--- src/clock_ctrl_regs.vh ---
// Constants for the clock source and ratio control block
`ifndef CLOCK_CTRL_REGS_VH
`define CLOCK_CTRL_REGS_VH

// Register offsets (byte addresses)
`define OFS_OUTPUT_CLOCK_CONTROL   4'h0
`define OFS_UNIT_CLOCK_CONTROL     4'h4
`define OFS_LOCAL_BUS_CLOCK_CONTROL 4'h8
`define OFS_CONFIG_STATUS          4'hC

// Output clock control fields: enables low, divide selects from bit 8
`define OCC_ENABLE_LSB     0
`define OCC_DIVIDE_LSB     8
`define OCC_RESET          32'h00000000

// Unit clock control fields
`define UCC_SECURITY_LSB   0
`define UCC_PCI_DMA_BIT    4
`define SEC_RATIO_OFF      2'h0
`define SEC_RATIO_FULL     2'h1
`define SEC_RATIO_HALF     2'h2
`define SEC_RATIO_THIRD    2'h3
`define SEC_RATIO_RESET    2'h3
`define PCI_DMA_RESET      1'b1
`define SEC_FULL_MAX_MHZ   166

// Local bus clock control divider field
`define LBC_DIVIDER_LSB    0
`define LBC_DIVIDER_RESET  2'h0

// Reset configuration low field positions
`define RCL_SYS_MULT_LSB   24
`define RCL_VCO_DIV_LSB    28
`define RCL_MEM_RATIO_BIT  30
`define RCL_LB_RATIO_BIT   31
`define RCL_CORE_SEL_LSB   16
`define RCL_ENG_MULT_LSB   8
`define RCL_ENG_DIV_BIT    7

// Reset configuration high strap positions
`define RCH_HOST_BIT       31
`define RCH_CKEN_BIT       30

// Primary source codes
`define SRC_HOST           2'h0
`define SRC_SYNC           2'h1
`define SRC_AGENT          2'h2

`endif

--- src/clk_ratio_gen.v ---
// Clock-enable generator with ratio off, 1, 2 or 3
`timescale 1ns/100ps
`default_nettype none
module clk_ratio_gen #(
   parameter W = 2
) (
   input  wire         i_clk_sys, // System clock
   input  wire         i_reset,   // Async reset, high
   input  wire [W-1:0] i_ratio,   // Ratio, 0 is off
   output reg          o_en,      // Pulse per period
   output reg  [W-1:0] o_ratio    // Ratio in effect
);
   localparam [W-1:0] ONE = 1;
   reg [W-1:0] cnt_r;

   // Ratio taken only at a period boundary, so no period is cut short
   always @(posedge i_clk_sys or posedge i_reset) begin
      if (i_reset) begin
         cnt_r   <= {W{1'b0}};
         o_en    <= 1'b0;
         o_ratio <= {W{1'b0}};
      end else if (cnt_r == {W{1'b0}}) begin
         o_ratio <= i_ratio;
         o_en    <= (i_ratio != {W{1'b0}});
         cnt_r   <= (i_ratio == {W{1'b0}}) ? {W{1'b0}} : i_ratio - ONE;
      end else begin
         o_en  <= 1'b0;
         cnt_r <= cnt_r - ONE;
      end
   end
endmodule // clk_ratio_gen
`default_nettype wire

--- src/clk_square_div.v ---
// Square-wave divider whose half period changes only on a full period
`timescale 1ns/100ps
`default_nettype none
module clk_square_div #(
   parameter W = 3
) (
   input  wire         i_clk_sys, // System clock
   input  wire         i_reset,   // Async reset, high
   input  wire         i_run,     // Allow new periods
   input  wire [W-1:0] i_half,    // Half period, at least 1
   output reg          o_clk      // Divided clock
);
   localparam [W-1:0] ONE = 1;
   reg [W-1:0] cnt_r;
   reg [W-1:0] half_r;

   // A stop or a new rate takes effect after the low half, never mid-pulse
   always @(posedge i_clk_sys or posedge i_reset) begin
      if (i_reset) begin
         cnt_r  <= {W{1'b0}};
         half_r <= ONE;
         o_clk  <= 1'b0;
      end else if (cnt_r != {W{1'b0}}) begin
         cnt_r <= cnt_r - ONE;
      end else if (o_clk) begin
         o_clk <= 1'b0;
         cnt_r <= half_r - ONE;
      end else begin
         half_r <= i_half;
         o_clk  <= i_run;
         cnt_r  <= i_run ? i_half - ONE : {W{1'b0}};
      end
   end
endmodule // clk_square_div
`default_nettype wire

--- src/clock_source_and_ratio_control.v ---
// Clock source selection, output clocks and unit ratio control
`include "clock_ctrl_regs.vh"
`timescale 1ns/100ps
`default_nettype none
module clock_source_and_ratio_control #(
   parameter N_PCI_OUT   = 3,    // Number of PCI clock outputs
   parameter SYS_CLK_MHZ = 100   // System bus clock rate for the full-rate check
) (
   input  wire                 i_clk_sys,               // System clock
   input  wire                 i_reset,                 // Async reset, high
   input  wire                 i_host_clock_input,      // Host clock pin
   input  wire                 i_agent_clock_input,     // Agent clock pin
   input  wire                 i_sync_input,            // Sync input pin
   input  wire                 i_input_divide_pin,      // Divide pin
   input  wire [31:0]          i_reset_config_low,      // Config word low
   input  wire [31:0]          i_reset_config_high,     // Config word high
   input  wire [3:0]           i_addr,                  // Byte address
   input  wire [31:0]          i_wdata,                 // Write data
   input  wire                 i_wr,                    // Write strobe
   input  wire                 i_rd,                    // Read strobe
   output reg  [31:0]          o_rdata,                 // Read data
   output reg                  o_primary_clock,         // Primary clock
   output reg  [1:0]           o_primary_source,        // Source code
   output reg                  o_sync_output,           // Sync output pin
   output reg  [N_PCI_OUT-1:0] o_pci_clock_output_n,    // PCI clocks
   output reg  [N_PCI_OUT-1:0] o_pci_clock_output_n_oe, // PCI enables
   output reg  [4:0]           o_system_pll_multiplier, // System factor
   output reg  [3:0]           o_system_vco_divider,    // VCO divider
   output reg  [6:0]           o_processor_pll_select,  // Core select
   output reg  [4:0]           o_engine_pll_multiplier, // Engine factor
   output reg  [1:0]           o_engine_pll_divider,    // Engine divisor
   output reg  [1:0]           o_memory_clock_ratio,    // Memory factor
   output reg  [1:0]           o_local_bus_ratio,       // Local bus factor
   output reg                  o_config_reserved,       // Reserved code
   output reg                  o_memory_bus_clock_out,  // Memory clock
   output reg                  o_memory_bus_clock_out_n, // Complement
   output reg                  o_local_bus_clock_out,   // Local clock
   output reg                  o_local_sync_output,     // Local sync
   output reg                  o_security_clk_en,       // Security enable
   output reg                  o_pci_dma_clk_en         // PCI/DMA enable
);
   // Captured configuration
   reg                  cap_done_r;
   reg  [31:0]          rcl_r;
   reg                  host_mode_r;
   reg                  cken_r;
   reg                  in_div_r;
   // Software registers
   reg  [N_PCI_OUT-1:0] pci_en_r;
   reg  [N_PCI_OUT-1:0] pci_div_r;
   reg  [1:0]           sec_ratio_r;
   reg                  pci_dma_on_r;
   reg  [1:0]           lb_div_r;
   reg                  sec_refused_r;
   // Clock sampling
   reg                  host_clk_r;
   reg                  host_half_r;
   reg  [2:0]           lb_half_nxt;
   reg  [31:0]          rdata_nxt;
   reg                  prim_nxt;
   reg  [1:0]           src_nxt;
   wire                 sec_en;
   wire [1:0]           sec_ratio_now;
   wire                 pci_dma_en;
   wire                 mem_div_clk;
   wire                 lb_div_clk;
   wire                 cfg_host_bit;
   wire                 cfg_cken_bit;
   wire [3:0]           sys_code;
   wire [1:0]           vco_code;
   wire [4:0]           eng_code;
   wire                 full_allowed;

   assign cfg_host_bit = i_reset_config_high[`RCH_HOST_BIT];
   assign cfg_cken_bit = i_reset_config_high[`RCH_CKEN_BIT];
   assign sys_code     = rcl_r[`RCL_SYS_MULT_LSB +: 4];
   assign vco_code     = rcl_r[`RCL_VCO_DIV_LSB +: 2];
   assign eng_code     = rcl_r[`RCL_ENG_MULT_LSB +: 5];
   // Full rate is legal only for slow system clocks
   assign full_allowed = (SYS_CLK_MHZ <= `SEC_FULL_MAX_MHZ);

   // Config words and divide pin caught once, after release
   always @(posedge i_clk_sys or posedge i_reset) begin
      if (i_reset) begin
         cap_done_r  <= 1'b0;
         rcl_r       <= 32'h00000000;
         host_mode_r <= 1'b0;
         cken_r      <= 1'b0;
         in_div_r    <= 1'b0;
      end else if (!cap_done_r) begin
         cap_done_r  <= 1'b1;
         rcl_r       <= i_reset_config_low;
         host_mode_r <= cfg_host_bit;
         cken_r      <= cfg_cken_bit;
         // Agent mode ignores the divide pin, which the board ties low
         in_div_r    <= cfg_host_bit & i_input_divide_pin;
      end
   end

   // Primary source selection from the straps
   always @* begin
      if (host_mode_r && cken_r) begin
         src_nxt  = `SRC_HOST;
         prim_nxt = host_clk_r;
      end else if (host_mode_r) begin
         src_nxt  = `SRC_SYNC;
         prim_nxt = i_sync_input;
      end else begin
         src_nxt  = `SRC_AGENT;
         prim_nxt = i_agent_clock_input;
      end
   end

   // Host clock sampling; halver toggles on each rising edge
   always @(posedge i_clk_sys or posedge i_reset) begin
      if (i_reset) begin
         host_clk_r  <= 1'b0;
         host_half_r <= 1'b0;
      end else begin
         host_clk_r <= i_host_clock_input;
         if (i_host_clock_input && !host_clk_r) begin
            host_half_r <= ~host_half_r;
         end
      end
   end

   // Sync and PCI outputs; PCI undriven and sync held low outside host output mode
   always @(posedge i_clk_sys or posedge i_reset) begin : pci_out
      integer k;
      if (i_reset) begin
         o_primary_clock         <= 1'b0;
         o_primary_source        <= `SRC_HOST;
         o_sync_output           <= 1'b0;
         o_pci_clock_output_n    <= {N_PCI_OUT{1'b0}};
         o_pci_clock_output_n_oe <= {N_PCI_OUT{1'b0}};
      end else begin
         o_primary_clock  <= prim_nxt;
         o_primary_source <= src_nxt;
         // The board returns this pin to the sync input with matched delay
         o_sync_output <= (src_nxt == `SRC_HOST) & (in_div_r ? host_half_r : host_clk_r);
         for (k = 0; k < N_PCI_OUT; k = k + 1) begin
            o_pci_clock_output_n_oe[k] <= (src_nxt == `SRC_HOST) & pci_en_r[k];
            o_pci_clock_output_n[k]    <= (src_nxt == `SRC_HOST) & pci_en_r[k]
                                          & (pci_div_r[k] ? host_half_r : host_clk_r);
         end
      end
   end

   // Decoded factors for the PLL stages
   always @(posedge i_clk_sys or posedge i_reset) begin
      if (i_reset) begin
         o_system_pll_multiplier <= 5'h00;
         o_system_vco_divider    <= 4'h0;
         o_processor_pll_select  <= 7'h00;
         o_engine_pll_multiplier <= 5'h00;
         o_engine_pll_divider    <= 2'h1;
         o_memory_clock_ratio    <= 2'h1;
         o_local_bus_ratio       <= 2'h1;
         o_config_reserved       <= 1'b0;
      end else begin
         // System clock is the primary input times this factor
         if (sys_code == 4'h0) begin
            o_system_pll_multiplier <= 5'h10;
         end else if (sys_code == 4'h1) begin
            o_system_pll_multiplier <= 5'h00;
         end else begin
            o_system_pll_multiplier <= {1'b0, sys_code};
         end
         case (vco_code)
            2'h0:    o_system_vco_divider <= 4'h4;
            2'h1:    o_system_vco_divider <= 4'h8;
            2'h2:    o_system_vco_divider <= 4'h2;
            default: o_system_vco_divider <= 4'h0;
         endcase
         // Core stage multiplies the system clock; its table lives in the core
         o_processor_pll_select  <= rcl_r[`RCL_CORE_SEL_LSB +: 7];
         o_engine_pll_multiplier <= (eng_code == 5'h00) ? 5'h10 : eng_code;
         o_engine_pll_divider    <= 2'h1 + {1'b0, rcl_r[`RCL_ENG_DIV_BIT]};
         o_memory_clock_ratio    <= 2'h1 + {1'b0, rcl_r[`RCL_MEM_RATIO_BIT]};
         o_local_bus_ratio       <= 2'h1 + {1'b0, rcl_r[`RCL_LB_RATIO_BIT]};
         o_config_reserved       <= cap_done_r & ((sys_code == 4'h1) | (vco_code == 2'h3)
                                    | (eng_code == 5'h01));
      end
   end

   // Register writes; a full-rate request on a fast system clock is refused
   always @(posedge i_clk_sys or posedge i_reset) begin
      if (i_reset) begin
         pci_en_r      <= {N_PCI_OUT{1'b0}};
         pci_div_r     <= {N_PCI_OUT{1'b0}};
         sec_ratio_r   <= `SEC_RATIO_RESET;
         pci_dma_on_r  <= `PCI_DMA_RESET;
         lb_div_r      <= `LBC_DIVIDER_RESET;
         sec_refused_r <= 1'b0;
      end else if (i_wr) begin
         if (i_addr == `OFS_OUTPUT_CLOCK_CONTROL) begin
            pci_en_r  <= i_wdata[`OCC_ENABLE_LSB +: N_PCI_OUT];
            pci_div_r <= i_wdata[`OCC_DIVIDE_LSB +: N_PCI_OUT];
         end else if (i_addr == `OFS_UNIT_CLOCK_CONTROL) begin
            if ((i_wdata[`UCC_SECURITY_LSB +: 2] == `SEC_RATIO_FULL) && !full_allowed) begin
               sec_refused_r <= 1'b1;
            end else begin
               sec_ratio_r   <= i_wdata[`UCC_SECURITY_LSB +: 2];
               sec_refused_r <= 1'b0;
            end
            // PCI and DMA complex has no rate choice, only on or off
            pci_dma_on_r <= i_wdata[`UCC_PCI_DMA_BIT];
         end else if (i_addr == `OFS_LOCAL_BUS_CLOCK_CONTROL) begin
            lb_div_r <= i_wdata[`LBC_DIVIDER_LSB +: 2];
         end
      end
   end

   // Read data mux; unmapped addresses read zero
   always @* begin
      rdata_nxt = 32'h00000000;
      if (i_addr == `OFS_OUTPUT_CLOCK_CONTROL) begin
         rdata_nxt[`OCC_ENABLE_LSB +: N_PCI_OUT] = pci_en_r;
         rdata_nxt[`OCC_DIVIDE_LSB +: N_PCI_OUT] = pci_div_r;
      end else if (i_addr == `OFS_UNIT_CLOCK_CONTROL) begin
         rdata_nxt[`UCC_SECURITY_LSB +: 2] = sec_ratio_r;
         rdata_nxt[`UCC_PCI_DMA_BIT]       = pci_dma_on_r;
      end else if (i_addr == `OFS_LOCAL_BUS_CLOCK_CONTROL) begin
         rdata_nxt[`LBC_DIVIDER_LSB +: 2] = lb_div_r;
      end else if (i_addr == `OFS_CONFIG_STATUS) begin
         rdata_nxt[1:0]   = o_primary_source;
         rdata_nxt[2]     = in_div_r;
         rdata_nxt[3]     = o_config_reserved;
         rdata_nxt[4]     = sec_refused_r;
         rdata_nxt[6:5]   = sec_ratio_now;
         rdata_nxt[12:8]  = o_system_pll_multiplier;
         rdata_nxt[19:16] = o_system_vco_divider;
         rdata_nxt[28:24] = o_engine_pll_multiplier;
      end
   end

   // Read data stand only in the cycle after the strobe
   always @(posedge i_clk_sys or posedge i_reset) begin
      if (i_reset) begin
         o_rdata <= 32'h00000000;
      end else begin
         o_rdata <= i_rd ? rdata_nxt : 32'h00000000;
      end
   end

   // Unit clock enables; security counts one, two or three cycles per pulse
   clk_ratio_gen #(.W(2)) u_sec_gen (
      .i_clk_sys   (i_clk_sys),
      .i_reset     (i_reset),
      .i_ratio     (sec_ratio_r),
      .o_en        (sec_en),
      .o_ratio     (sec_ratio_now)
   );

   clk_ratio_gen #(.W(1)) u_pci_dma_gen (
      .i_clk_sys   (i_clk_sys),
      .i_reset     (i_reset),
      .i_ratio     (pci_dma_on_r),
      .o_en        (pci_dma_en),
      .o_ratio     ()
   );

   // Memory bus clock is the system clock halved
   clk_square_div #(.W(3)) u_mem_div (
      .i_clk_sys (i_clk_sys),
      .i_reset   (i_reset),
      .i_run     (cap_done_r),
      .i_half    (3'h1),
      .o_clk     (mem_div_clk)
   );

   // Local bus divider code picks half period 1, 2 or 4 cycles
   always @* begin
      case (lb_div_r)
         2'h0:    lb_half_nxt = 3'h1;
         2'h1:    lb_half_nxt = 3'h2;
         default: lb_half_nxt = 3'h4;
      endcase
   end

   clk_square_div #(.W(3)) u_lb_div (
      .i_clk_sys (i_clk_sys),
      .i_reset   (i_reset),
      .i_run     (cap_done_r),
      .i_half    (lb_half_nxt),
      .o_clk     (lb_div_clk)
   );

   // Output flops; the pair keeps true and complement from the same edge
   always @(posedge i_clk_sys or posedge i_reset) begin
      if (i_reset) begin
         o_memory_bus_clock_out   <= 1'b0;
         o_memory_bus_clock_out_n <= 1'b1;
         o_local_bus_clock_out    <= 1'b0;
         o_local_sync_output      <= 1'b0;
         o_security_clk_en        <= 1'b0;
         o_pci_dma_clk_en         <= 1'b0;
      end else begin
         o_memory_bus_clock_out   <= mem_div_clk;
         o_memory_bus_clock_out_n <= ~mem_div_clk;
         o_local_bus_clock_out    <= lb_div_clk;
         o_local_sync_output      <= lb_div_clk;
         o_security_clk_en        <= sec_en;
         o_pci_dma_clk_en         <= pci_dma_en;
      end
   end
endmodule // clock_source_and_ratio_control
`default_nettype wire

--- config.mk ---
export PLATFORM = sky130hd
export DESIGN_NAME = clock_source_and_ratio_control
export DESIGN_NICKNAME = d
export VERILOG_FILES = /design/src/clk_ratio_gen.v /design/src/clk_square_div.v /design/src/clock_source_and_ratio_control.v
export VERILOG_INCLUDE_DIRS = /design/src
export SDC_FILE = /design/constraint.sdc
export NUM_CORES = 1
export LEC_CHECK = 0
export BUFFER_PORTS_ARGS = -buffer_cell sky130_fd_sc_hd__buf_2
export CAP_MARGIN = 5
export CORE_MARGIN = 1.5
export CORE_UTILIZATION = 50
export DETAILED_ROUTE_END_ITERATION = 6
export MAX_ROUTING_LAYER = met4
export PLACE_DENSITY_LB_ADDON = 0.25
export SYNTH_ARGS = -nofsm -noshare
export SYNTH_HDL_FRONTEND = slang
export SYNTH_SLANG_ARGS = --single-unit
--- constraint.sdc ---
create_clock -name i_clk_sys -period 6.49 [get_ports i_clk_sys]
set_clock_uncertainty 0.1 [all_clocks]
set_input_delay 0.3245 -clock i_clk_sys [delete_from_list [all_inputs] [get_ports i_clk_sys]]
set_output_delay 0.3245 -clock i_clk_sys [all_outputs]
set_load 0.01 [all_outputs]
### After elaboration in Yosys (flattened, before gate mapping)

Index checks and enable logic that the tools add are counted.

| word-level totals | value |
|---|---|
| latch bits | 0 |
| bits in registers | 139 |
| memory bits (writable) | 0 |
| memory bits (read-only) | 0 |
| memories kept | 0 |
| bits of input ports | 108 |

| cells by class | value |
|---|---|
| divide/modulo/power cells | 0 |
| mux-type cells | 48 |
| shifts and indexed selects | 0 |
| eq/ne operators | 9 |
| add/sub/neg operators | 11 |
| reduce and logical (&&, ||, !) cells | 18 |
| bitwise gates (word level) | 17 |
| order comparisons | 0 |
| multipliers | 0 |

Operators with widths:

| operator | number |
|---|---|
| $mux 5 | 10 |
| $mux 29 | 1 |
| $mux 4 | 6 |
| $mux 2 | 9 |
| $mux 3 | 6 |
| $mux 1 | 13 |
| $pmux 4 s3 | 1 |
| $sub 3x1->3 const B | 4 |
| $logic_not 2->1 | 5 |
| $and 1x1->1 | 9 |
| $eq 4x4->1 const B | 2 |
| $logic_not 4->1 | 2 |
| $mux 7 | 1 |
| $add 1x1->2 const A | 3 |
| $not 1->1 | 6 |
| $pmux 3 s2 | 1 |
| $reduce_bool 3->1 | 2 |
| $eq 5x1->1 const B | 1 |
| $logic_not 5->1 | 1 |
| $eq 2x1->1 const B | 2 |
| $eq 2x2->1 const B | 2 |
| $eq 4x1->1 const B | 1 |
| $eq 4x3->1 const B | 1 |
| $reduce_and 2->1 | 2 |
| other kinds (8) | 12 |

### Logic depth before layout (Yosys ltp)

Gate-level depths: netlist (run 1).

| depth | value |
|---|---|
| depth after elaboration | 6 |
| gate-level depth with buffers | 6 |
| depth with buffers taken out | 5 |

### Cells and area by module

A second synthesis (run 1) with hierarchy kept.

| unflattened totals | value |
|---|---|
| cell total of the unflattened synthesis | 352 |
| area, all modules | 4,687.0 µm² |

By module, submodules not included:

| module | sequential area each (µm²) | times used | area an instance (µm²) | cells each |
|---|---|---|---|---|
| clock_source_and_ratio_control | 2,511.2 | 1 | 3,607.2 | 251 |
| clk_square_div | 176.4 | 2 | 406.6 | 41 |
| clk_ratio_gen at u_sec_gen | 125.1 | 1 | 209.0 | 15 |
| clk_ratio_gen at u_pci_dma_gen | 50.0 | 1 | 57.6 | 4 |

### Worst setup path after synthesis (run 1)

Ideal clock, no wire load.

| timing | value |
|---|---|
| kind | flip-flop to flip-flop |
| from | register lb_div_r[0] |
| to | register u_lb_div.cnt_r[2] |
| clock period less this slack | 1,577 ps |
| arrival | 1,347 ps |
| cell stages (with the launch flop) | 6 |
| slack | 4,913 ps |
| cell sequence | dfrtp_1 -> or2_2 -> ha_1 -> xor2_1 -> a221oi_1 -> a21oi_1 |

| on the way | value |
|---|---|
| cells in the longest elaborated chain, start to end | 6 |

RTL lines:

| element | RTL line | text |
|---|---|---|
| start: declaration | clock_source_and_ratio_control.v:53 | `reg [1:0] lb_div_r;` |
| start signal: assignment | clock_source_and_ratio_control.v:193 | `` lb_div_r <= `LBC_DIVIDER_RESET; `` |
| start signal: assignment | clock_source_and_ratio_control.v:209 | `` lb_div_r <= i_wdata[`LBC_DIVIDER_LSB +: 2]; `` |
| $eq 2x1->1 / $logic_not 2->1 (equally long branches) | clock_source_and_ratio_control.v:274 | `case (lb_div_r)` |
| $pmux 3 s2 * | clock_source_and_ratio_control.v:274 |  |
| via lb_half_nxt[2] | clock_source_and_ratio_control.v:58 | `reg [2:0] lb_half_nxt;` |
| $sub 3x1->3 * | clk_square_div.v:31 | `cnt_r <= i_run ? i_half - ONE : {W{1'b0}};` |
| $mux 3 * | clk_square_div.v:31 |  |
| $mux 3 * | clk_square_div.v:25 | `end else if (o_clk) begin` |
| $mux 3 * | clk_square_div.v:23 | `end else if (cnt_r != {W{1'b0}}) begin` |
| end signal: assignment | clk_square_div.v:24 | `cnt_r <= cnt_r - ONE;` |
| end signal: assignment | clk_square_div.v:27 | `cnt_r <= half_r - ONE;` |
| end signal: assignment | clk_square_div.v:31 |  |
| end: declaration | clk_square_div.v:14 | `reg [W-1:0] cnt_r;` |

The timed path passes the listed nets; every way through them passes the cells marked *.
A chain may end at the register's enable or synchronous reset.

### Worst setup path in the final report (run 1)

| timing | value |
|---|---|
| from | register cap_done_r |
| to | register u_lb_div.cnt_r[0] |

| on the way | value |
|---|---|
| cells in the longest elaborated chain, start to end | 3 |

RTL lines:

| element | RTL line | text |
|---|---|---|
| start: declaration | clock_source_and_ratio_control.v:43 | `reg cap_done_r;` |
| start signal: assignment | clock_source_and_ratio_control.v:85 | `cap_done_r <= 1'b0;` |
| start signal: assignment | clock_source_and_ratio_control.v:91 | `cap_done_r <= 1'b1;` |
| $mux 3 | clk_square_div.v:31 |  |
| $mux 3 | clk_square_div.v:25 |  |
| $mux 3 | clk_square_div.v:23 |  |

No other way between the ends.

==> run metrics, run 1 <==
status completed; layout cell share with drive strength beyond 1 40.5%; Sink Count 117; yosys warns 0; post-route ant nets 0; Internal Pwr Total 1700 uW; Die Width 96.5 um; cells after synthesis 315; crit share post-route 29.4%; per-cell routed wire length 14.5 um; WHS Path Cells 3; Clock Tree Buf Depth 2; clock share of power 45.9%; number of core rows 33; clock transition at the registers of the reported paths 0.05 ns; Yosys reg bits 117; first-pass GRT wire length 13.4 mm; Lkg Pwr 0.00295 uW; dpl ws 4.57 ns; top cell type's share of synthesized area 62.3%; WHS 0.0439 ns; RR Startpoint cap_done_r; Die H 96.5 um; worst path arrival time 2.23 ns; vias in the first global route 2871; mapped cell area 4380 um2; RSZ-0062 raised after global routing no; Worst slew margin 22.0%; Initial DRT Pass Iterations 5; P per Cell Area 378 nW/um2; Flop pwr share 41.1%; worst hold start i_sync_input; final hold violations 0; CP Data Required Time 6.81 ns; NetSw 530 uW; DRC viols 0; Yosys cell types 39; Crit Path Category flip-flop to flip-flop; Top FF cell, synth dfrtp_1; sequential area share after synthesis 67.1%; Post-synth EDFFs 0; Starting Density 52.5%; Synth async-reset ratio 100%; combinational power share 13.0%; total CTS buffers 17; worst IR drop on VDD 258 uV; Synth area leader dfrtp_1; total power 2230 uW; Final HPWL DP 5.35 mm; area delta synth->final 35.0%; CP max FO 28; slowest CP cell dfrtp_1; Area contributors post-synth dfrtp_1 62%, mux2_2 9.8%, dfstp_2 4.8%, buf_4 2.4%, mux2i_1 2.1%; Sw Ratio 23.7%; Final nets 571; Core ar. 8340 um2; crit path launch cap_done_r; total global-route track usage 20.3%; total wire length 8.35 mm; Peak Freq 0.523 GHz; initial antenna violation count 0; setup violators final 0; die area 9320 um2; Hold Crit Class input pin to flip-flop; Avg Cell Area, Syn 13.9 um2; Post-CTS Setup Bufs 0; Worst setup SP type flip-flop; fillers 608; worst reg-to-reg setup slack 4.58 ns; DR vias/cell 4.88; routability cong. 0.782; RR Endpoint u_lb_div.cnt_r[0]; clock root cell clkbuf_8; TritonCTS clock tree built; grt ovf 0; worst skew pair latency 0.49 ns; largest net degree at the start of global routing 79; crit end category flip-flop; Ant. Diodes 0; max cap viols 0; PnR worst setup slack 4.58 ns; Initial DRC Count 121; slowest stage delay, CP 1.11 ns; H-tree levels 4; Final Max Tran Viols 0; worst r2r path cells 3; Least-Margin Pin Slew 1.17 ns; Fin Setup TNS 0 ns; num ports 184; Port Buffers 104; Cell Chain, Critical Path nor2b_1 -> a221oi_1 -> a21oi_1; Hold EP o_primary_clock; routed vias 2799; Tmin final 1.91 ns
[metrics by stage]
step / utilization [%] / cells / cell area, um2
after floorplan: - / 327 / 4420
after global routing: 70.8 / 574 / 5910
after CTS: 70.8 / 574 / 5910
final: 70.8 / 574 / 5910
after detailed placement: 58.7 / 507 / 4890
after global placement: 58.7 / 507 / 4890
[layout by cell type, fill, tap and decap left out, types with 3 or more instances in the layout]
| master | n |
|---|---|
| a21oi_1 | 8 |
| a221oi_1 | 3 |
| and2_1 | 13 |
| and3_1 | 3 |
| buf_2 | 104 |
| bufinv_16 | 6 |
| clkbuf_16 | 16 |
| clkinvlp_4 | 4 |
| conb_1 | 14 |
| dfrtp_1 | 109 |
| dfstp_2 | 8 |
| dlygate4sd3_1 | 35 |
| ha_1 | 7 |
| inv_1 | 15 |
| mux2_2 | 38 |
| mux2i_1 | 9 |
| nand2_1 | 12 |
| nand2b_1 | 3 |
| nand3_1 | 6 |
| nor2_1 | 14 |
| nor2b_1 | 7 |
| o21ai_0 | 3 |
[power by group through the flow]
stage,clock network [uW],logic (uW),registers (uW)
global route,1080,328,931
detailed placement,0,275,927
finish,1030,290,917
CTS,1040,294,917
global placement,0,265,922
floorplan,0,194,924
[worst max path at each step]
stage                          to  slack, ns  cells after the start
6_report        u_lb_div.cnt_r[0]       4.58                      3
5_1_grt        u_mem_div.cnt_r[2]       4.35                      4
4_1_cts         u_lb_div.cnt_r[1]       4.56                      3
3_5_place_dp    u_lb_div.cnt_r[1]       4.57                      3
3_3_place_gp            rcl_r[31]       4.64                      3
2_1_floorplan          cap_done_r       2.98                      1
[worst max-delay path, delay by kind of cell (launching register included)]
kind / cells / cell delay, ns
AND/OR/NAND/NOR: 1 / 0.36
flip-flops: 1 / 1.11
AO/OA/AOI/OAI: 2 / 0.26
[final cells by class]
cell class                 instances  area (um2)  area share, %
sequential                       117        2940           49.7
multi-input combinational        164        1230           20.9
timing repair buffer             140         878           14.9
clock buffer                      19         432           7.31
clock inverter                    13         229           3.88
tap                              105         131           2.22
inverter                          16        62.6           1.06
[routing by layer]
layer | part of all wire, % | global-route usage, %
met1 | 42 | 24.2
met2 | 52 | 32.4
met3 | 5.1 | 5.87
met4 | 1.4 | 8.57
met5 | 0 | -
[Yosys cell counts, types with 2 or more instances]
master	number
o21ai_0	3
mux2i_1	9
clkbuf_1	8
a21oi_1	8
dfstp_2	8
buf_2	6
buf_6	2
ha_1	7
nor2_2	2
xnor2_1	2
xor2_1	2
nand4b_1	2
nand3_1	6
inv_1	16
nor2_1	14
dfrtp_1	109
and3_1	3
and2_1	13
nand2b_1	3
a221oi_1	3
mux2_2	38
a2111oi_2	2
conb_1	2
buf_4	14
nor3_1	2
nor2b_1	7
nand2_1	12
[flip-flops by register name (all words and copies together), names as in the netlist, 5 cells and up]
register                 count
rcl_r                       21
o_rdata                     20
o_processor_pll_select       7
o_engine_pll_multiplier      5
o_system_pll_multiplier      5
[cell families (layout without fill, tap and decap cells)]
logic type,Yosys count,in the layout,share of synthesized area [%]
AOI/OAI and AO/OA,21,21,3.46
xor gates and xnor gates,4,4,0.801
adders and majority gates,7,7,2.00
buffers and inverters,46,188,5.66
DFF,117,117,67.1
muxes,47,47,11.8
other,2,14,0.172
and+or+nand+nor,71,71,8.92
[repair_timing]
action	4_1_cts	5_1_grt
hold buffers	35	0
resized for setup	0	0
endpoints found under the hold margin	75	0
(Power assumes the default switching activity.)
==> inputs of run 2 (changes only) <==
--- a/config.mk
+++ b/config.mk
@@ -6,10 +6,11 @@
 export SDC_FILE = /design/constraint.sdc
 export NUM_CORES = 1
 export LEC_CHECK = 0
+export ABC_AREA = 1
 export BUFFER_PORTS_ARGS = -buffer_cell sky130_fd_sc_hd__buf_2
 export CAP_MARGIN = 5
 export CORE_MARGIN = 1.5
-export CORE_UTILIZATION = 50
+export CORE_UTILIZATION = 48
 export DETAILED_ROUTE_END_ITERATION = 6
 export MAX_ROUTING_LAYER = met4
 export PLACE_DENSITY_LB_ADDON = 0.25
==> constraint.sdc (replaced) <==
create_clock -name i_clk_sys -period 1.8 [get_ports i_clk_sys]
set_clock_uncertainty 0.1 [all_clocks]
set_input_delay 0.09 -clock i_clk_sys [delete_from_list [all_inputs] [get_ports i_clk_sys]]
set_output_delay 0.09 -clock i_clk_sys [all_outputs]
set_load 0.01 [all_outputs]
==> run metrics, run 2 <==
Post-CTS Setup Bufs 0; routed vias 3449; commonest non-fill, non-tap cell in the layout nand2_1; sequential area share after synthesis 65.2%; worst IR drop on VDD 847 uV; RSZ-0062 raised after global routing no; initial antenna violation count 0; Initial DRC Count 140; crit end category flip-flop; yosys warns 0; Clock Tree Buf Depth 2; crit share post-route 97.0%; clock transition at the registers of the reported paths 0.06 ns; Setup crit end pci_dma_on_r; setup violators final 0; per-cell routed wire length 13.0 um; Die Width 99.9 um; Final nets 730; DRC viols 0; slowest stage delay, CP 0.56 ns; Sink Count 117; Synth async-reset ratio 100%; Peak Freq 0.573 GHz; vias in the first global route 3704; cells after synthesis 451; post-route ant nets 0; Yosys cell types 29; Final HPWL DP 6.21 mm; largest net degree at the start of global routing 45; most numerous cell in the Yosys netlist nand2_1; Core ar. 9150 um2; WP buf/inv 4; final hold violations 0; worst path arrival time 2.07 ns; TritonCTS clock tree built; crit path launch i_wr; Worst slew margin 62.0%; most frequent cells in the layout 123 x nand2_1, 109 x dfrtp_1, 103 x buf_2; Tmin final 1.75 ns; CP Data Required Time 2.12 ns; RR Startpoint sec_ratio_r[0]; worst r2r path cells 5; clock root cell clkbuf_8; Area after DPL 5070 um2; mapped cell area 4510 um2; Cell Chain, Critical Path dlygate4sd3_1 -> buf_4 -> nand3_1 -> dlygate4sd3_1 -> nand2_1 -> dlygate4sd3_1; max cap viols 0; total global-route track usage 22.0%; RR Endpoint o_rdata[0]; Port Buffers 104; top cell type's share of synthesized area 60.5%; Fin Setup TNS 0 ns; Crit Path Category input pin to flip-flop; CP max FO 8; die area 9980 um2; total wire length 9.57 mm; layout cell share with drive strength beyond 1 25.5%; Yosys reg bits 117; Initial DRT Pass Iterations 5; worst reg-to-reg setup slack 0.15 ns; Top FF cell, synth dfrtp_1; Post-synth EDFFs 0; Synth area leader dfrtp_1; Die H 99.9 um; crit-path leading delay family buffers and inverters; Ant. Diodes 0; H-tree levels 4; grt ovf 0; Least-Margin Pin Slew 0.569 ns; Area contributors post-synth dfrtp_1 61%, nand2_1 10%, dfstp_2 4.7%, inv_1 4.2%, nor2_1 3.3%; WHS Path Cells 7; post-route design area 6240 um2; max reg flops 21; routability cong. 0.848; Lkg Pwr 0.00334 uW; Largest regs rcl_r x21, o_rdata x20, o_processor_pll_select x7; Starting Density 49.2%; fillers 674; P per Cell Area 1240 nW/um2; most frequent CP cell dlygate4sd3_1; Crit. path cell count 6; Hold Crit Class input pin to flip-flop; Avg Cell Area, Syn 9.99 um2; status completed; number of core rows 35; Top reg by flops rcl_r; area delta synth->final 38.5%; num ports 184; first-pass GRT wire length 16.5 mm; Final Max Tran Viols 0; total CTS buffers 17; most frequent cells after synthesis 123 x nand2_1, 109 x dfrtp_1, 50 x inv_1; worst skew pair latency 0.51 ns; DR vias/cell 4.67; slowest CP cell dlygate4sd3_1; Worst setup SP type input pin
[run 2: layout make-up]
type	count	area [um2]	area share, %
timing repair buffer	166	1160	18.5
multi-input combinational	261	1200	19.3
inverter	52	199	3.19
clock inverter	12	180	2.89
clock buffer	20	425	6.82
sequential	117	2940	47.1
tap	111	139	2.23
[run 2: how the worst min path moves through the flow]
stage / end / start
after CTS: o_rdata[1] / i_addr[2]
after global routing: o_rdata[9] / i_addr[1]
after detailed placement: o_security_clk_en / i_reset
after global placement: o_security_clk_en / i_reset
final: o_rdata[9] / i_addr[0]
after floorplan: host_clk_r / i_host_clock_input
[run 2: per-layer routing]
layer  global-route usage, %  part of all wire [%]  vias up
li1                        -                     -     1679
met4                    10.5                   1.8        0
met1                    25.8                    42     1646
met5                       -                     0        -
met2                    35.8                    51      110
met3                    5.08                   4.8       14
[run 2: worst min-delay path: cells and delay by family]
family / cells / cell delay, ns
AND/OR/NAND/NOR: 5 / 0.27
buffers and inverters: 2 / 0.22
[run 2: metrics by stage]
stage               std cells  util [%]  hold WS [ns]  power [uW]  worst slack [ns]
floorplan                 463         -        0.0214        3940             0.189
CTS                       740      68.2       0.00126        7800            0.0997
global route              739      68.2        0.0512        8160           0.00941
detailed placement        651      55.4        0.0754        4270             0.392
global placement          651      55.4        0.0659        4210             0.437
finish                    739      68.2        0.0258        7740            0.0548
[run 2: timing repair]
action / 4_1_cts / 5_1_grt
gates resized for setup: 0 / 3
hold buffers: 57 / 0
endpoints found under the hold margin: 144 / 0
endpoints found under the setup margin: 0 / 2
[run 2: report_power, final]
part           internal [uW]  switching [uW]  total (uW)
sequential              3010             204        3210
clock                   2250            1150        3400
combinational            467             664        1130
[run 2: cells by family after synthesis]
group / Yosys count / synth area share (%)
buffers and inverters: 85 / 9.13
AO/OA/AOI/OAI: 39 / 4.61
XOR/XNOR: 1 / 0.194
other: 2 / 0.167
flip-flops: 117 / 65.2
AND/OR/NAND/NOR: 200 / 18.8
adder cells (fa/ha/maj): 7 / 1.94
==> inputs of run 3 (changes only) <==
--- a/config.mk
+++ b/config.mk
@@ -6,14 +6,14 @@
 export SDC_FILE = /design/constraint.sdc
 export NUM_CORES = 1
 export LEC_CHECK = 0
-export ABC_AREA = 1
 export BUFFER_PORTS_ARGS = -buffer_cell sky130_fd_sc_hd__buf_2
 export CAP_MARGIN = 5
 export CORE_MARGIN = 1.5
-export CORE_UTILIZATION = 48
+export CORE_UTILIZATION = 50
 export DETAILED_ROUTE_END_ITERATION = 6
 export MAX_ROUTING_LAYER = met4
 export PLACE_DENSITY_LB_ADDON = 0.25
 export SYNTH_ARGS = -nofsm -noshare
 export SYNTH_HDL_FRONTEND = slang
+export SYNTH_HIERARCHICAL = 1
 export SYNTH_SLANG_ARGS = --single-unit
==> constraint.sdc (replaced) <==
create_clock -name i_clk_sys -period 2.2 [get_ports i_clk_sys]
set_clock_uncertainty 0.1 [all_clocks]
set_input_delay 0.11 -clock i_clk_sys [delete_from_list [all_inputs] [get_ports i_clk_sys]]
set_output_delay 0.11 -clock i_clk_sys [all_outputs]
set_load 0.01 [all_outputs]
==> run metrics, run 3 <==
crit end category asynchronous set/reset pin; clock root cell clkbuf_8; Initial DRC Count 94; RR Endpoint u_lb_div/half_r[2]; worst IR drop on VDD 636 uV; P per Cell Area 1110 nW/um2; yosys warns 6; NetSw 1850 uW; max cap viols 0; mapped cell area 4660 um2; Post-CTS Setup Bufs 0; layout cell share with drive strength beyond 1 37.6%; DR vias/cell 4.82; total CTS buffers 17; Core ar. 9150 um2; largest net degree at the start of global routing 94; Tmin final 2.01 ns; TritonCTS clock tree built; Initial DRT Pass Iterations 4; DRC viols 0; Crit Path Category input pin to asynchronous set/reset pin; area delta synth->final 37.1%; non-filler cells, final 637; Largest regs rcl_r x21, o_rdata x20, o_processor_pll_select x7; setup violators final 0; Ant. Diodes 0; total global-route track usage 21.0%; CP max FO 46; Worst setup SP type input pin; max reg flops 21; Final Max Tran Viols 0; H-tree levels 4; Layout Utilization 69.8%; per-cell routed wire length 14.9 um; combinational power share 17.0%; commonest non-fill, non-tap cell in the layout dfrtp_1; CP Data Required Time 2.73 ns; Top reg by flops rcl_r; vias in the first global route 3067; Flop pwr share 41.1%; Avg Cell Area, Syn 13.3 um2; most frequent cells in the layout 111 x dfrtp_1, 104 x buf_2, 46 x dlygate4sd3_1; post-route ant nets 0; placed cell count 558; status completed; Die Width 99.6 um; worst skew pair latency 0.51 ns; clock transition at the registers of the reported paths 0.06 ns; worst r2r path cells 4; Final HPWL DP 5.85 mm; Internal Pwr Total 5250 uW; Final nets 629; crit share post-route 91.3%; worst path arrival time 2.54 ns; fillers 651; number of core rows 35; Die H 99.6 um; Hold Crit Class input pin to flip-flop; routed vias 3071; Fin Setup TNS 0 ns; grt ovf 0; Port Buffers 104; final hold violations 0; die area 9910 um2; Peak Freq 0.498 GHz; Starting Density 50.9%; first-pass GRT wire length 15.0 mm; Lkg Pwr 0.00319 uW; area of the multi-input gates 1460 um2; Setup crit end pci_dma_on_r; initial antenna violation count 0; total power 7100 uW; cells after synthesis 351; Sw Ratio 26.1%; num ports 184; Clock Tree Buf Depth 2; RR Startpoint u_lb_div/cnt_r[0]; clock share of power 42.0%; total wire length 9.51 mm; crit path launch i_reset; Sink Count 120; routability cong. 0.839; RSZ-0062 raised after global routing no; worst reg-to-reg setup slack 0.60 ns; Register Area 3010 um2
[run 3: cell count changes in the layout (fill, tap and decap cells not counted), sizes merged, moves of 8 or more]
cell and delta:
and2 +16, dlygate4sd3 -10, inv -26, nand2 -102, nor2 -40, o22ai +8
mux2 +38, nand3 -16, nor2b +14, o21ai -27
[run 3: metal layers]
layer / GRT usage (%) / wire length [um] / up-vias
li1: - / - / 1452
met1: 24.5 / 4080 / 1519
met2: 33.5 / 4840 / 83
met3: 6.18 / 440 / 17
met4: 9.97 / 154 / 0
met5: - / 0 / -
[run 3: worst max-delay path, stage by stage]
cell	delay, ns
dlygate4sd3_1	0.53
dlygate4sd3_1	0.55
buf_2	0.14
dlygate4sd3_1	0.62
clkinvlp_4	0.25
clkbuf_16	0.33
[run 3: how the worst min path moves through the flow]
| stage | cells after the start | start | end |
|---|---|---|---|
| after floorplan | 1 | i_reset | u_pci_dma_gen/o_en |
| after global placement | 2 | i_reset | u_pci_dma_gen/o_en |
| after detailed placement | 2 | i_reset | u_pci_dma_gen/o_en |
| after CTS | 4 | i_wr | lb_div_r[1] |
| after global routing | 4 | i_wr | lb_div_r[1] |
| final | 4 | i_wr | lb_div_r[1] |
[run 3: layout make-up]
class,instances,share of cell area (%)
clock inverters,13,3.41
multi-input cells,197,22.8
well taps,111,2.17
inverters,24,1.47
repair buffers,153,16.3
clock buffers,19,6.75
flip-flops and latches,120,47.2
[run 3: power by group through the flow]
stage	sequential [uW]	combinational, uW	clock (uW)
2_1_floorplan	2930	782	0
3_3_place_gp	2920	1050	0
3_5_place_dp	2940	1100	0
4_1_cts	2910	1200	3030
5_1_grt	2970	1350	3140
6_report	2920	1200	2980
[run 3: what timing repair did]
action | in CTS | in global routing
hold buffers | 46 | 0
endpoints found under the setup margin | 0 | 93
resized for setup | 0 | 1
hold endpoints to repair | 159 | 0
[run 3: through the flow]
| step | area [um2] | hold slack (ns) | worst slack (ns) |
|---|---|---|---|
| CTS | 6360 | 0.0567 | 0.0941 |
| floorplan | 4740 | -0.261 | 0.735 |
| detailed placement | 5250 | -0.0922 | 0.618 |
| global placement | 5250 | -0.0901 | 0.662 |
| global route | 6390 | 0.0546 | 0.0811 |
| finish | 6390 | 0.0706 | 0.190 |
